<file path="config.mk">
export PLATFORM = sky130hd
export DESIGN_NAME = aux_conv_ctrl
export DESIGN_NICKNAME = d
export VERILOG_FILES = /design/src/shared/aux_conv_pkg.sv /design/src/logic/aux_conv_clkdiv.sv /design/src/logic/aux_conv_ctrl.sv
export SDC_FILE = /design/constraint.sdc
export NUM_CORES = 1
export LEC_CHECK = 0
export BUFFER_PORTS_ARGS = -buffer_cell sky130_fd_sc_hd__buf_2
export CORE_MARGIN = 2
export CORE_UTILIZATION = 25
export DETAILED_ROUTE_END_ITERATION = 12
export SYNTH_ARGS = -nofsm -noshare
export SYNTH_HDL_FRONTEND = slang
export SYNTH_SLANG_ARGS = --single-unit
</file>
<file path="constraint.sdc">
create_clock -name i_clock -period 2.3 [get_ports i_clock]
set_input_delay 0.115 -clock i_clock [delete_from_list [all_inputs] [get_ports i_clock]]
set_output_delay 0.115 -clock i_clock [all_outputs]
set_load 0.01 [all_outputs]
</file>
<file path="src/shared/aux_conv_pkg.sv">
// shared constants, register map and types for the auxiliary converter control block
package aux_conv_pkg;

  // bus geometry: byte address is four times the register index
  localparam int unsigned ADR_W      = 10;
  localparam int unsigned DAT_W      = 32;
  localparam int unsigned RESULT_W   = 12;
  localparam int unsigned LEN_W      = 6;
  localparam int unsigned DIV_W      = 8;

  // register indices
  localparam logic [7:0]  IDX_CONFIG = 8'h77;   // config, any write with byte lane 0 selected starts a conversion
  localparam logic [7:0]  IDX_HIGH   = 8'h78;   // result bits 11:4
  localparam logic [7:0]  IDX_LOW    = 8'h79;   // result bits 3:0 and completion flag
  localparam logic [7:0]  IDX_CTRL   = 8'h7a;   // clock enable, converter reset, divider

  // field positions
  localparam int unsigned LOW_RES_LSB  = 4;     // result low nibble at 7:4
  localparam int unsigned LOW_DONE_BIT = 3;     // completion flag
  localparam int unsigned CTRL_EN_BIT  = 7;
  localparam int unsigned CTRL_RST_BIT = 6;

  // reset values
  localparam logic [7:0]  CONFIG_RST = 8'h00;
  localparam logic [7:0]  CTRL_RST   = 8'h00;
  localparam logic        DONE_RST   = 1'b0;    // nothing valid until a first conversion

  // conversion lengths in conversion-clock cycles
  localparam logic [LEN_W-1:0] LEN_20 = 6'h14;
  localparam logic [LEN_W-1:0] LEN_22 = 6'h16;
  localparam logic [LEN_W-1:0] LEN_26 = 6'h1a;
  localparam logic [LEN_W-1:0] LEN_34 = 6'h22;

  // configuration register layout
  typedef struct packed {
    logic [1:0] length_sel;                     // conversion_length_sel
    logic [2:0] unused;
    logic [2:0] channel_sel;                    // input_channel_sel
  } config_t;

  // clock control register layout
  typedef struct packed {
    logic       clock_enable;                   // conversion_clock_enable
    logic       reset_bit;                      // converter_reset_bit
    logic [2:0] unused;
    logic [2:0] divider;                        // conversion_clock_divider
  } clk_ctrl_t;

  // sequencer states
  typedef enum logic [0:0] {
    ST_IDLE    = 1'b0,
    ST_CONVERT = 1'b1
  } conv_state_t;

  // cycles per conversion for a length code
  function automatic logic [LEN_W-1:0] conv_length(input logic [1:0] sel);
    case (sel)
      2'h0:    conv_length = LEN_20;
      2'h1:    conv_length = LEN_22;
      2'h2:    conv_length = LEN_26;
      default: conv_length = LEN_34;
    endcase
  endfunction : conv_length

  // last count of the divider: 000 -> 255 (divide 256) ... 111 -> 1 (divide 2)
  function automatic logic [DIV_W-1:0] div_last(input logic [2:0] sel);
    div_last = 8'hff >> sel;
  endfunction : div_last

endpackage : aux_conv_pkg

</file>
<file path="src/logic/aux_conv_clkdiv.sv">
// conversion clock divider producing a one-cycle enable pulse
`timescale 1ns/10ps
module aux_conv_clkdiv (
  // clock and reset
  input  wire logic       i_clock,
  input  wire logic       i_rst_n,
  // control
  input  wire logic       i_enable,
  input  wire logic [2:0] i_div_sel,
  // conversion clock tick
  output logic            o_tick
);

  logic [aux_conv_pkg::DIV_W-1:0] count_q;   // position in the divide period
  logic [aux_conv_pkg::DIV_W-1:0] count_d;
  logic                           tick_q;    // one pulse per period
  logic                           tick_d;

  // next count: held at zero while the clock is stopped
  always_comb begin
    count_d = count_q;
    tick_d  = 1'b0;
    if (!i_enable) begin
      count_d = '0;
    end else if (count_q >= aux_conv_pkg::div_last(i_div_sel)) begin
      // >= so a divider change mid-period never overruns the wrap
      count_d = '0;
      tick_d  = 1'b1;
    end else begin
      count_d = count_q + 8'h01;
    end
  end

  // registers only
  always_ff @(posedge i_clock or negedge i_rst_n) begin
    if (!i_rst_n) begin
      count_q <= '0;
      tick_q  <= 1'b0;
    end else begin
      count_q <= count_d;
      tick_q  <= tick_d;
    end
  end

  assign o_tick = tick_q;
endmodule : aux_conv_clkdiv

</file>
<file path="src/logic/aux_conv_ctrl.sv">
// auxiliary converter conversion control with wishbone register slave
// Contract
// length code 7:6 gives 20/22/26/34 cycles
// config bits 2:0 select converter input
// any config write starts a conversion; the code starts one only on writes with byte lane 0 selected
// high register shows result bits 11:4
// low register bits 7:4 show result 3:0
// low register bit 3 is completion flag
// start clears flag; finish sets flag, results
// conversion clock divides main clock 256..2
// enable bit stops or runs conversion clock
// reset bit rising edge resets converter
//
// Decided for this implementation: register access over Wishbone.
`timescale 1ns/10ps
module aux_conv_ctrl (
  // clock and reset
  input  wire logic        i_clock,
  input  wire logic        i_rst_n,
  // wishbone slave
  input  wire logic        i_wb_cyc,
  input  wire logic        i_wb_stb,
  input  wire logic        i_wb_we,
  input  wire logic [9:0]  i_wb_adr,
  input  wire logic [3:0]  i_wb_sel,
  input  wire logic [31:0] i_wb_dat,
  output logic             o_wb_ack,
  output logic [31:0]      o_wb_dat,
  // converter side
  input  wire logic [11:0] i_conv_result,
  output logic [2:0]       o_channel_sel,
  output logic             o_conv_start,
  output logic             o_conv_reset,
  output logic             o_conv_tick,
  output logic             o_busy
);

  // bus slave state
  logic        ack_q;                        // one-cycle acknowledge
  logic        ack_d;
  logic [31:0] rdat_q;                       // registered read data
  logic [31:0] rdat_d;

  // software registers
  aux_conv_pkg::config_t   cfg_q;            // length and channel
  aux_conv_pkg::config_t   cfg_d;
  aux_conv_pkg::clk_ctrl_t ctrl_q;           // clock enable, reset, divider
  aux_conv_pkg::clk_ctrl_t ctrl_d;

  // sequencer state
  aux_conv_pkg::conv_state_t       state_q;
  aux_conv_pkg::conv_state_t       state_d;
  logic [aux_conv_pkg::LEN_W-1:0]  remain_q; // ticks still to go
  logic [aux_conv_pkg::LEN_W-1:0]  remain_d;
  logic [11:0]                     result_q; // latest result
  logic [11:0]                     result_d;
  logic                            done_q;   // conversion_done_flag
  logic                            done_d;
  logic                            start_q;  // start pulse to converter
  logic                            start_d;
  logic                            creset_q; // reset pulse to converter
  logic                            creset_d;

  // decode helpers
  logic       take;                          // new request this cycle
  logic [7:0] index;                         // register index
  logic       wr_config;
  logic       wr_ctrl;
  logic       reset_edge;
  logic       tick;                          // conversion clock enable pulse

  assign take       = i_wb_cyc && i_wb_stb && !ack_q;
  assign index      = i_wb_adr[9:2];
  // a write lands only when the low byte lane is selected
  assign wr_config  = take && i_wb_we && i_wb_sel[0] && (index == aux_conv_pkg::IDX_CONFIG);
  assign wr_ctrl    = take && i_wb_we && i_wb_sel[0] && (index == aux_conv_pkg::IDX_CTRL);
  assign reset_edge = wr_ctrl && i_wb_dat[aux_conv_pkg::CTRL_RST_BIT] && !ctrl_q.reset_bit;

  // conversion clock divider
  aux_conv_clkdiv u_clkdiv (
    .i_clock   (i_clock),
    .i_rst_n   (i_rst_n),
    .i_enable  (ctrl_q.clock_enable),
    .i_div_sel (ctrl_q.divider),
    .o_tick    (tick)
  );

  // bus slave: ack one cycle after the request, zero for unmapped indices
  always_comb begin
    ack_d  = take;
    rdat_d = rdat_q;
    cfg_d  = cfg_q;
    ctrl_d = ctrl_q;
    if (take) begin
      rdat_d = 32'h0000_0000;
      case (index)
        aux_conv_pkg::IDX_CONFIG: begin
          rdat_d[7:0] = cfg_q;
        end
        aux_conv_pkg::IDX_HIGH: begin
          rdat_d[7:0] = result_q[11:4];
        end
        aux_conv_pkg::IDX_LOW: begin
          rdat_d[7:aux_conv_pkg::LOW_RES_LSB] = result_q[3:0];
          rdat_d[aux_conv_pkg::LOW_DONE_BIT]  = done_q;
        end
        aux_conv_pkg::IDX_CTRL: begin
          rdat_d[7:0] = ctrl_q;
        end
        default: begin
          rdat_d = 32'h0000_0000;                                     // unmapped reads zero
        end
      endcase
    end
    if (wr_config) begin
      cfg_d        = i_wb_dat[7:0];
      cfg_d.unused = 3'h0;                                            // unused bits read zero
    end
    if (wr_ctrl) begin
      ctrl_d        = i_wb_dat[7:0];
      ctrl_d.unused = 3'h0;
    end
  end

  // sequencer: start, count ticks, publish result
  always_comb begin
    state_d  = state_q;
    remain_d = remain_q;
    result_d = result_q;
    done_d   = done_q;
    start_d  = 1'b0;
    creset_d = reset_edge;
    case (state_q)
      aux_conv_pkg::ST_CONVERT: begin
        // ticks only arrive while the clock is enabled, so a stopped clock stalls here
        if (tick) begin
          if (remain_q == 6'h01) begin
            result_d = i_conv_result;
            done_d   = 1'b1;
            state_d  = aux_conv_pkg::ST_IDLE;
          end else begin
            remain_d = remain_q - 6'h01;
          end
        end
      end
      aux_conv_pkg::ST_IDLE: begin
        state_d = aux_conv_pkg::ST_IDLE;
      end
      default: begin
        state_d = aux_conv_pkg::ST_IDLE;
      end
    endcase
    // a converter reset abandons a running conversion; flag stays low unless it finishes in the same cycle
    if (reset_edge) begin
      state_d = aux_conv_pkg::ST_IDLE;
    end
    // a start overrides everything: a finishing result is still stored
    if (wr_config) begin
      state_d  = aux_conv_pkg::ST_CONVERT;
      remain_d = aux_conv_pkg::conv_length(i_wb_dat[7:6]);
      done_d   = 1'b0;
      start_d  = 1'b1;
    end
  end

  // registers only
  always_ff @(posedge i_clock or negedge i_rst_n) begin
    if (!i_rst_n) begin
      ack_q    <= 1'b0;
      rdat_q   <= 32'h0000_0000;
      cfg_q    <= aux_conv_pkg::CONFIG_RST;
      ctrl_q   <= aux_conv_pkg::CTRL_RST;
      state_q  <= aux_conv_pkg::ST_IDLE;
      remain_q <= 6'h00;
      result_q <= 12'h000;
      done_q   <= aux_conv_pkg::DONE_RST;
      start_q  <= 1'b0;
      creset_q <= 1'b0;
    end else begin
      ack_q    <= ack_d;
      rdat_q   <= rdat_d;
      cfg_q    <= cfg_d;
      ctrl_q   <= ctrl_d;
      state_q  <= state_d;
      remain_q <= remain_d;
      result_q <= result_d;
      done_q   <= done_d;
      start_q  <= start_d;
      creset_q <= creset_d;
    end
  end

  // outputs straight from flops
  assign o_wb_ack      = ack_q;
  assign o_wb_dat      = rdat_q;
  assign o_channel_sel = cfg_q.channel_sel;
  assign o_conv_start  = start_q;
  assign o_conv_reset  = creset_q;
  assign o_conv_tick   = tick;
  assign o_busy        = (state_q == aux_conv_pkg::ST_CONVERT);
endmodule : aux_conv_ctrl

</file>
==> results of run 1 <==
==> sequential cells by signal, summed over array words and instances (netlist names) <==
name,count
o_conv_reset,1
o_channel_sel,3
u_clkdiv.o_tick,1
ctrl_q,5
u_clkdiv.count_q,8
cfg_q,2
o_busy,1
o_conv_start,1
remain_q,6
result_q,12
o_wb_ack,1
o_wb_dat,8
done_q,1
==> final cells by class <==
cell class / count / area share
inverter: 6 / 0.00732
multi-input combinational: 173 / 0.411
tap: 136 / 0.0553
timing repair buffer: 52 / 0.0903
clock inverter: 1 / 0.00163
sequential: 50 / 0.407
clock buffer: 7 / 0.0281
==> worst max-delay path, cell delays in order, from the launching register on <==
cell	delay, ns
dfrtp_1	0.46
or2_2	0.32
ha_1	0.30
a21o_1	0.18
o21ai_0	0.29
o2111ai_2	0.32
nor2_1	0.18
==> routing by layer <==
layer	vias up	part of all wire	GRT usage
met4	0	0.014	0.0284
met5	-	0	0
li1	901	-	-
met3	5	0.036	0.0163
met2	53	0.49	0.166
met1	871	0.46	0.124
==> report_power, final <==
part           internal [W]  switching, W  leakage, nW
Combinational     0.0000357     0.0000643        0.830
Sequential         0.000882    0.00000392        0.672
Clock              0.000243      0.000276       0.0482
==> per-stage QoR <==
stage                     hold slack, ns  instance area [µm²]  cells  utilization  power (W)
final                             0.0466                 3080    425        0.297    0.00150
after global routing              0.0385                 3080    425        0.297    0.00157
after CTS                         0.0405                 3070    425        0.296    0.00152
after detailed placement           0.194                 2970    416        0.286    0.00100
after global placement             0.179                 2970    416        0.286    0.00100
after floorplan                   -0.181                 2770    262            -   0.000974
==> path summary, 6_finish.rpt <==
kind,start,endpoint
min,i_conv_result[11],result_q[11]$_DFFE_PN0P_
min in group asynchronous,i_rst_n,o_conv_start$_DFF_PN0_
min reg2reg,o_wb_dat[5]$_DFFE_PN0N_,o_wb_dat[5]$_DFFE_PN0N_
max reg2reg,ctrl_q[1]$_DFFE_PN0N_,u_clkdiv.count_q[2]$_DFF_PN0_
max,ctrl_q[1]$_DFFE_PN0N_,u_clkdiv.count_q[2]$_DFF_PN0_
max in group asynchronous,i_rst_n,result_q[8]$_DFFE_PN0P_
==> kinds of logic (layout without fill, tap and decap cells) <==
logic type / after synthesis / in the layout / share of synthesized area
buffers and inverters: 39 / 66 / 0.0987
adders and majority gates: 10 / 10 / 0.0466
DFF: 50 / 50 / 0.466
AOI/OAI and AO/OA: 42 / 42 / 0.101
xor gates and xnor gates: 8 / 8 / 0.0261
and+or+nand+nor: 59 / 59 / 0.137
other: 1 / 24 / 0.00140
muxes: 30 / 30 / 0.124
==> synthesized netlist by cell type (all sizes together), types with 5 or more instances <==
cell type	n	area, µm²
buf	31	234
a21oi	6	30.0
dfrtp	50	1250
nor2	14	52.6
nand3	6	30.0
nand2	8	30.0
mux2	26	293
o21ai	13	65.1
and3	5	31.3
a22oi	8	60.1
ha	10	125
inv	6	22.5
==> what timing repair did <==
item,in CTS,in global routing
hold buffers,1,0
gates resized for setup,0,1
hold endpoints to repair,28,0
setup endpoints to repair,0,4
==> flow_summary_export.csv, run 1 <==
group,metric,value,unit
run_status,status,"finished clean",
floorplan,die_w,108,µm
power_and_ir_drop,p_per_area,489,nW/µm²
sta,fin_skew,0.00907,ns
flow_run,max_cap_viol_count,0,
synthesis,syn_area_per_cell,11.2,µm²
sta,setup_ws,0.186,ns
sta,slew_headroom,0.557,
synthesis,synthFlopType,"dfrtp_1",
layout,mostFrequentLayoutCells,"dfrtp_1, buf_2, mux2_2, conb_1, nor2_1",
clock_network,htreeDepth,2,
setup_path,end_kind,"flip-flop",
min_path,worstHoldPathCells,2,
synthesis,ys_seq_area_frac,0.466,
power_and_ir_drop,leakagePower,1.55,nW
floorplan,rows,37,
synthesis,yosysWarnings,0,
clock_network,clk_pin_slew_worst_paths,0.09,ns
floorplan,fp.coreArea,10400,µm²
clock_network,clockBufferDepth,2,
layout,fill_cells,1081,
detailed_routing,wirelength,5250,µm
placement,dp_slack,0.186,ns
detailed_routing,ant_nets,0,
layout,area_growth,14.5,%
power_and_ir_drop,peakVddDrop,0.000302,V
detailed_routing,drtPass1Iterations,4,
setup_path,reg2reg_setup_slack,0.19,ns
placement,port_buffers,46,
floorplan,io_pins,103,
sta,max_freq,0.473,GHz
setup_path,start_kind,"flip-flop",
clock_network,worstSkewPairLatency,0.30,ns
floorplan,die_h,108,µm
layout,multi_input_area,1260,µm²
detailed_routing,viasPerCell,4.31,
clock_network,cts_tree,"built",
grt,grt_pass1_wl,9030,µm
clock_network,cts-root-buf,"clkbuf_8",
setup_path,required,2.54,ns
sta,setup_viol,0,
setup_path,reg2reg_depth,6,
grt,grt_pass1_vias,1894,
synthesis,yosysUniqueCellTypes,44,
sta,worst_pin_slew,0.665,ns
layout,diodes,0,
setup_path,path_class,"flip-flop to flip-flop",
clock_network,cts_sinks,50,
placement,gp_congestion,0.749,
synthesis,syn-instance-count,239,
detailed_routing,drtIter0Drc,46,
detailed_routing,dr_total_vias,1830,
sta,period_minus_slack,2.11,ns
layout,layout-drive-gt1-share,0.311,
setup_path,worstPathArrival,2.35,ns
sta,period_share,0.919,
detailed_routing,wl_per_cell,12.3,µm
synthesis,synth-edff-count,0,
grt,grt_overflow,0,
clock_network,cts_setup_buffers,0,
grt,antenna_found_initial,0,
layout,seqCellArea,1250,µm²
synthesis,yosys_register_bits,50,
layout,mostFrequentLayoutCell,"dfrtp_1",
clock_network,cts_buffers,5,
setup_path,crit_path_max_fanout,8,
grt,grt_use_total,0.0965,
min_path,hp-class,"input port to flip-flop",
floorplan,fp.dieArea,11600,µm²
grt,grt_max_degree,31,
synthesis,async_flop_share,1.00,
sta,fin_setup_tns,0,ns
sta,rsz0062_at_grt,"no",
detailed_routing,drc,0,
sta,hold_viol_final,0,
placement,dpl.hpwl,4180,µm
synthesis,syn_area,2690,µm²
sta,drv_slew,0,
floorplan,initial_core_util,0.259,
layout,nets,361,
No activity file was read; power rests on OpenSTA's default activity.
==> run 2, diff against run 1 <==
Settings changed: CORE_MARGIN 2 to 3.
==> flow_summary_export.csv, run 2 (synthesis results as in run 1) <==
group,metric,value,unit
run_status,status,"finished clean",
detailed_routing,wl_per_cell,12.7,µm
flow_run,max_cap_viol_count,0,
setup_path,end_kind,"flip-flop",
detailed_routing,dr_total_vias,1836,
min_path,hp-class,"input port to flip-flop",
sta,fin_skew,0.00749,ns
setup_path,crit_start,"ctrl_q[2]$_DFFE_PN0N_",
layout,nets,360,
floorplan,initial_core_util,0.259,
sta,period_share,0.889,
setup_path,crit_slowest_cell,"dfrtp_1",
sta,max_freq,0.489,GHz
sta,fin_setup_tns,0,ns
clock_network,worstSkewPairLatency,0.29,ns
placement,dpl.hpwl,4200,µm
grt,grt_overflow,0,
layout,regMostFlops,"result_q",
clock_network,cts_setup_buffers,0,
setup_path,crit_cells,6,
floorplan,fp.coreArea,10400,µm²
detailed_routing,drc,0,
layout,seqCellArea,1250,µm²
grt,gr-usage-met3,0.0188,
detailed_routing,ant_nets,0,
sta,worst_pin_slew,0.633,ns
clock_network,cts_buffers,5,
setup_path,reg2reg_depth,6,
sta,period_minus_slack,2.04,ns
setup_path,start_kind,"flip-flop",
layout,layout-drive-gt1-share,0.303,
layout,largest_reg_flops,12,
clock_network,cts_tree,"built",
layout,diodes,0,
detailed_routing,wirelength,5350,µm
sta,drv_slew,0,
grt,antenna_found_initial,0,
detailed_routing,drtIter0Drc,81,
grt,use_met2,0.163,
sta,slew_headroom,0.578,
sta,setup_viol,0,
layout,fill_cells,1109,
floorplan,io_pins,103,
sta,rsz0062_at_grt,"no",
grt,grt_pass1_vias,1845,
grt,grt_pass1_wl,9010,µm
sta,holdWs,0.0484,ns
power_and_ir_drop,finalPower,0.00147,W
floorplan,fp.dieArea,12000,µm²
grt,grt_use_total,0.0947,
floorplan,die_h,110,µm
setup_path,timing.rr.start,"ctrl_q[2]$_DFFE_PN0N_",
layout,area_growth,13.6,%
clock_network,cts_sinks,50,
placement,port_buffers,46,
setup_path,timing.rr.end,"u_clkdiv.count_q[3]$_DFF_PN0_",
layout,mostFrequentLayoutCells,"dfrtp_1, buf_2, mux2_2, conb_1, nor2_1",
setup_path,path_class,"flip-flop to flip-flop",
power_and_ir_drop,p_per_area,480,nW/µm²
setup_path,critPathMaxStageDelay,0.47,ns
power_and_ir_drop,peakVddDrop,0.000276,V
power_and_ir_drop,leakagePower,1.54,nW
clock_network,clockBufferDepth,2,
sta,hold_viol_final,0,
grt,gr-max-usage-layer,"met2",
grt,use_met1,0.121,
setup_path,worstPathArrival,2.27,ns
clock_network,htreeDepth,2,
setup_path,reg2reg_setup_slack,0.26,ns
detailed_routing,viasPerCell,4.34,
setup_path,cp_cell_sequence,"or2_2, ha_1, a21o_1, o21ai_0, o2111ai_2, nor2_1",
layout,multi_input_area,1260,µm²
floorplan,die_w,110,µm
setup_path,crit_path_max_fanout,9,
setup_path,required,2.53,ns
layout,mostFrequentLayoutCell,"dfrtp_1",
setup_path,path_delay_family,"compound AO/OA/AOI/OAI gates",
floorplan,rows,37,
setup_path,crit_buf_inv,0,
clock_network,clk_pin_slew_worst_paths,0.09,ns
clock_network,cts-root-buf,"clkbuf_8",
detailed_routing,drtPass1Iterations,4,
placement,gp_congestion,0.722,
grt,grt_max_degree,51,
setup_path,crit_end,"u_clkdiv.count_q[3]$_DFF_PN0_",
run 2: power breakdown:
part           switching, W  total (W)  internal (W)
sequential       0.00000408   0.000886      0.000882
clock              0.000272   0.000482      0.000210
combinational     0.0000643  0.0000989     0.0000346
total              0.000341    0.00147       0.00113
run 2: worst min-delay path by stage:
stage	startpoint	end	slack (ns)	cells past startpoint
floorplan	i_rst_n	cfg_q[6]$_DFFE_PN0P_	-0.18	0
global placement	i_rst_n	o_channel_sel[1]$_DFFE_PN0P_	0.26	2
detailed placement	i_rst_n	o_channel_sel[1]$_DFFE_PN0P_	0.27	2
CTS	i_conv_result[4]	result_q[4]$_DFFE_PN0P_	0.04	2
global route	i_conv_result[6]	result_q[6]$_DFFE_PN0P_	0.04	2
finish	i_conv_result[4]	result_q[4]$_DFFE_PN0P_	0.05	2
run 2: routing by layer:
layer	vias up	wire length, µm
met5	-	0
met2	55	2560
met3	4	229
li1	900	-
met4	0	51
met1	877	2520
run 2: area by class of cell:
class	instances	share of cell area
multi-input cells	173	0.414
repair buffers	51	0.0885
clock buffers	7	0.0250
well taps	136	0.0557
flip-flops and latches	50	0.410
inverters	6	0.00737
run 2: repair_timing:
action	4_1_cts	5_1_grt
endpoints found under the setup margin	0	8
hold buffers	1	0
endpoints found under the hold margin	50	0
resized for setup	0	1
run 2: through the flow:
stage | cell area [µm²] | utilization | setup WS (ns) | cells
6_report | 3050 | 0.295 | 0.255 | 423
5_1_grt | 3050 | 0.295 | 0.0232 | 423
4_1_cts | 3050 | 0.294 | 0.142 | 423
3_5_place_dp | 2960 | 0.286 | 0.169 | 415
3_3_place_gp | 2960 | 0.286 | 0.249 | 415
2_1_floorplan | 2770 | - | 0.472 | 262
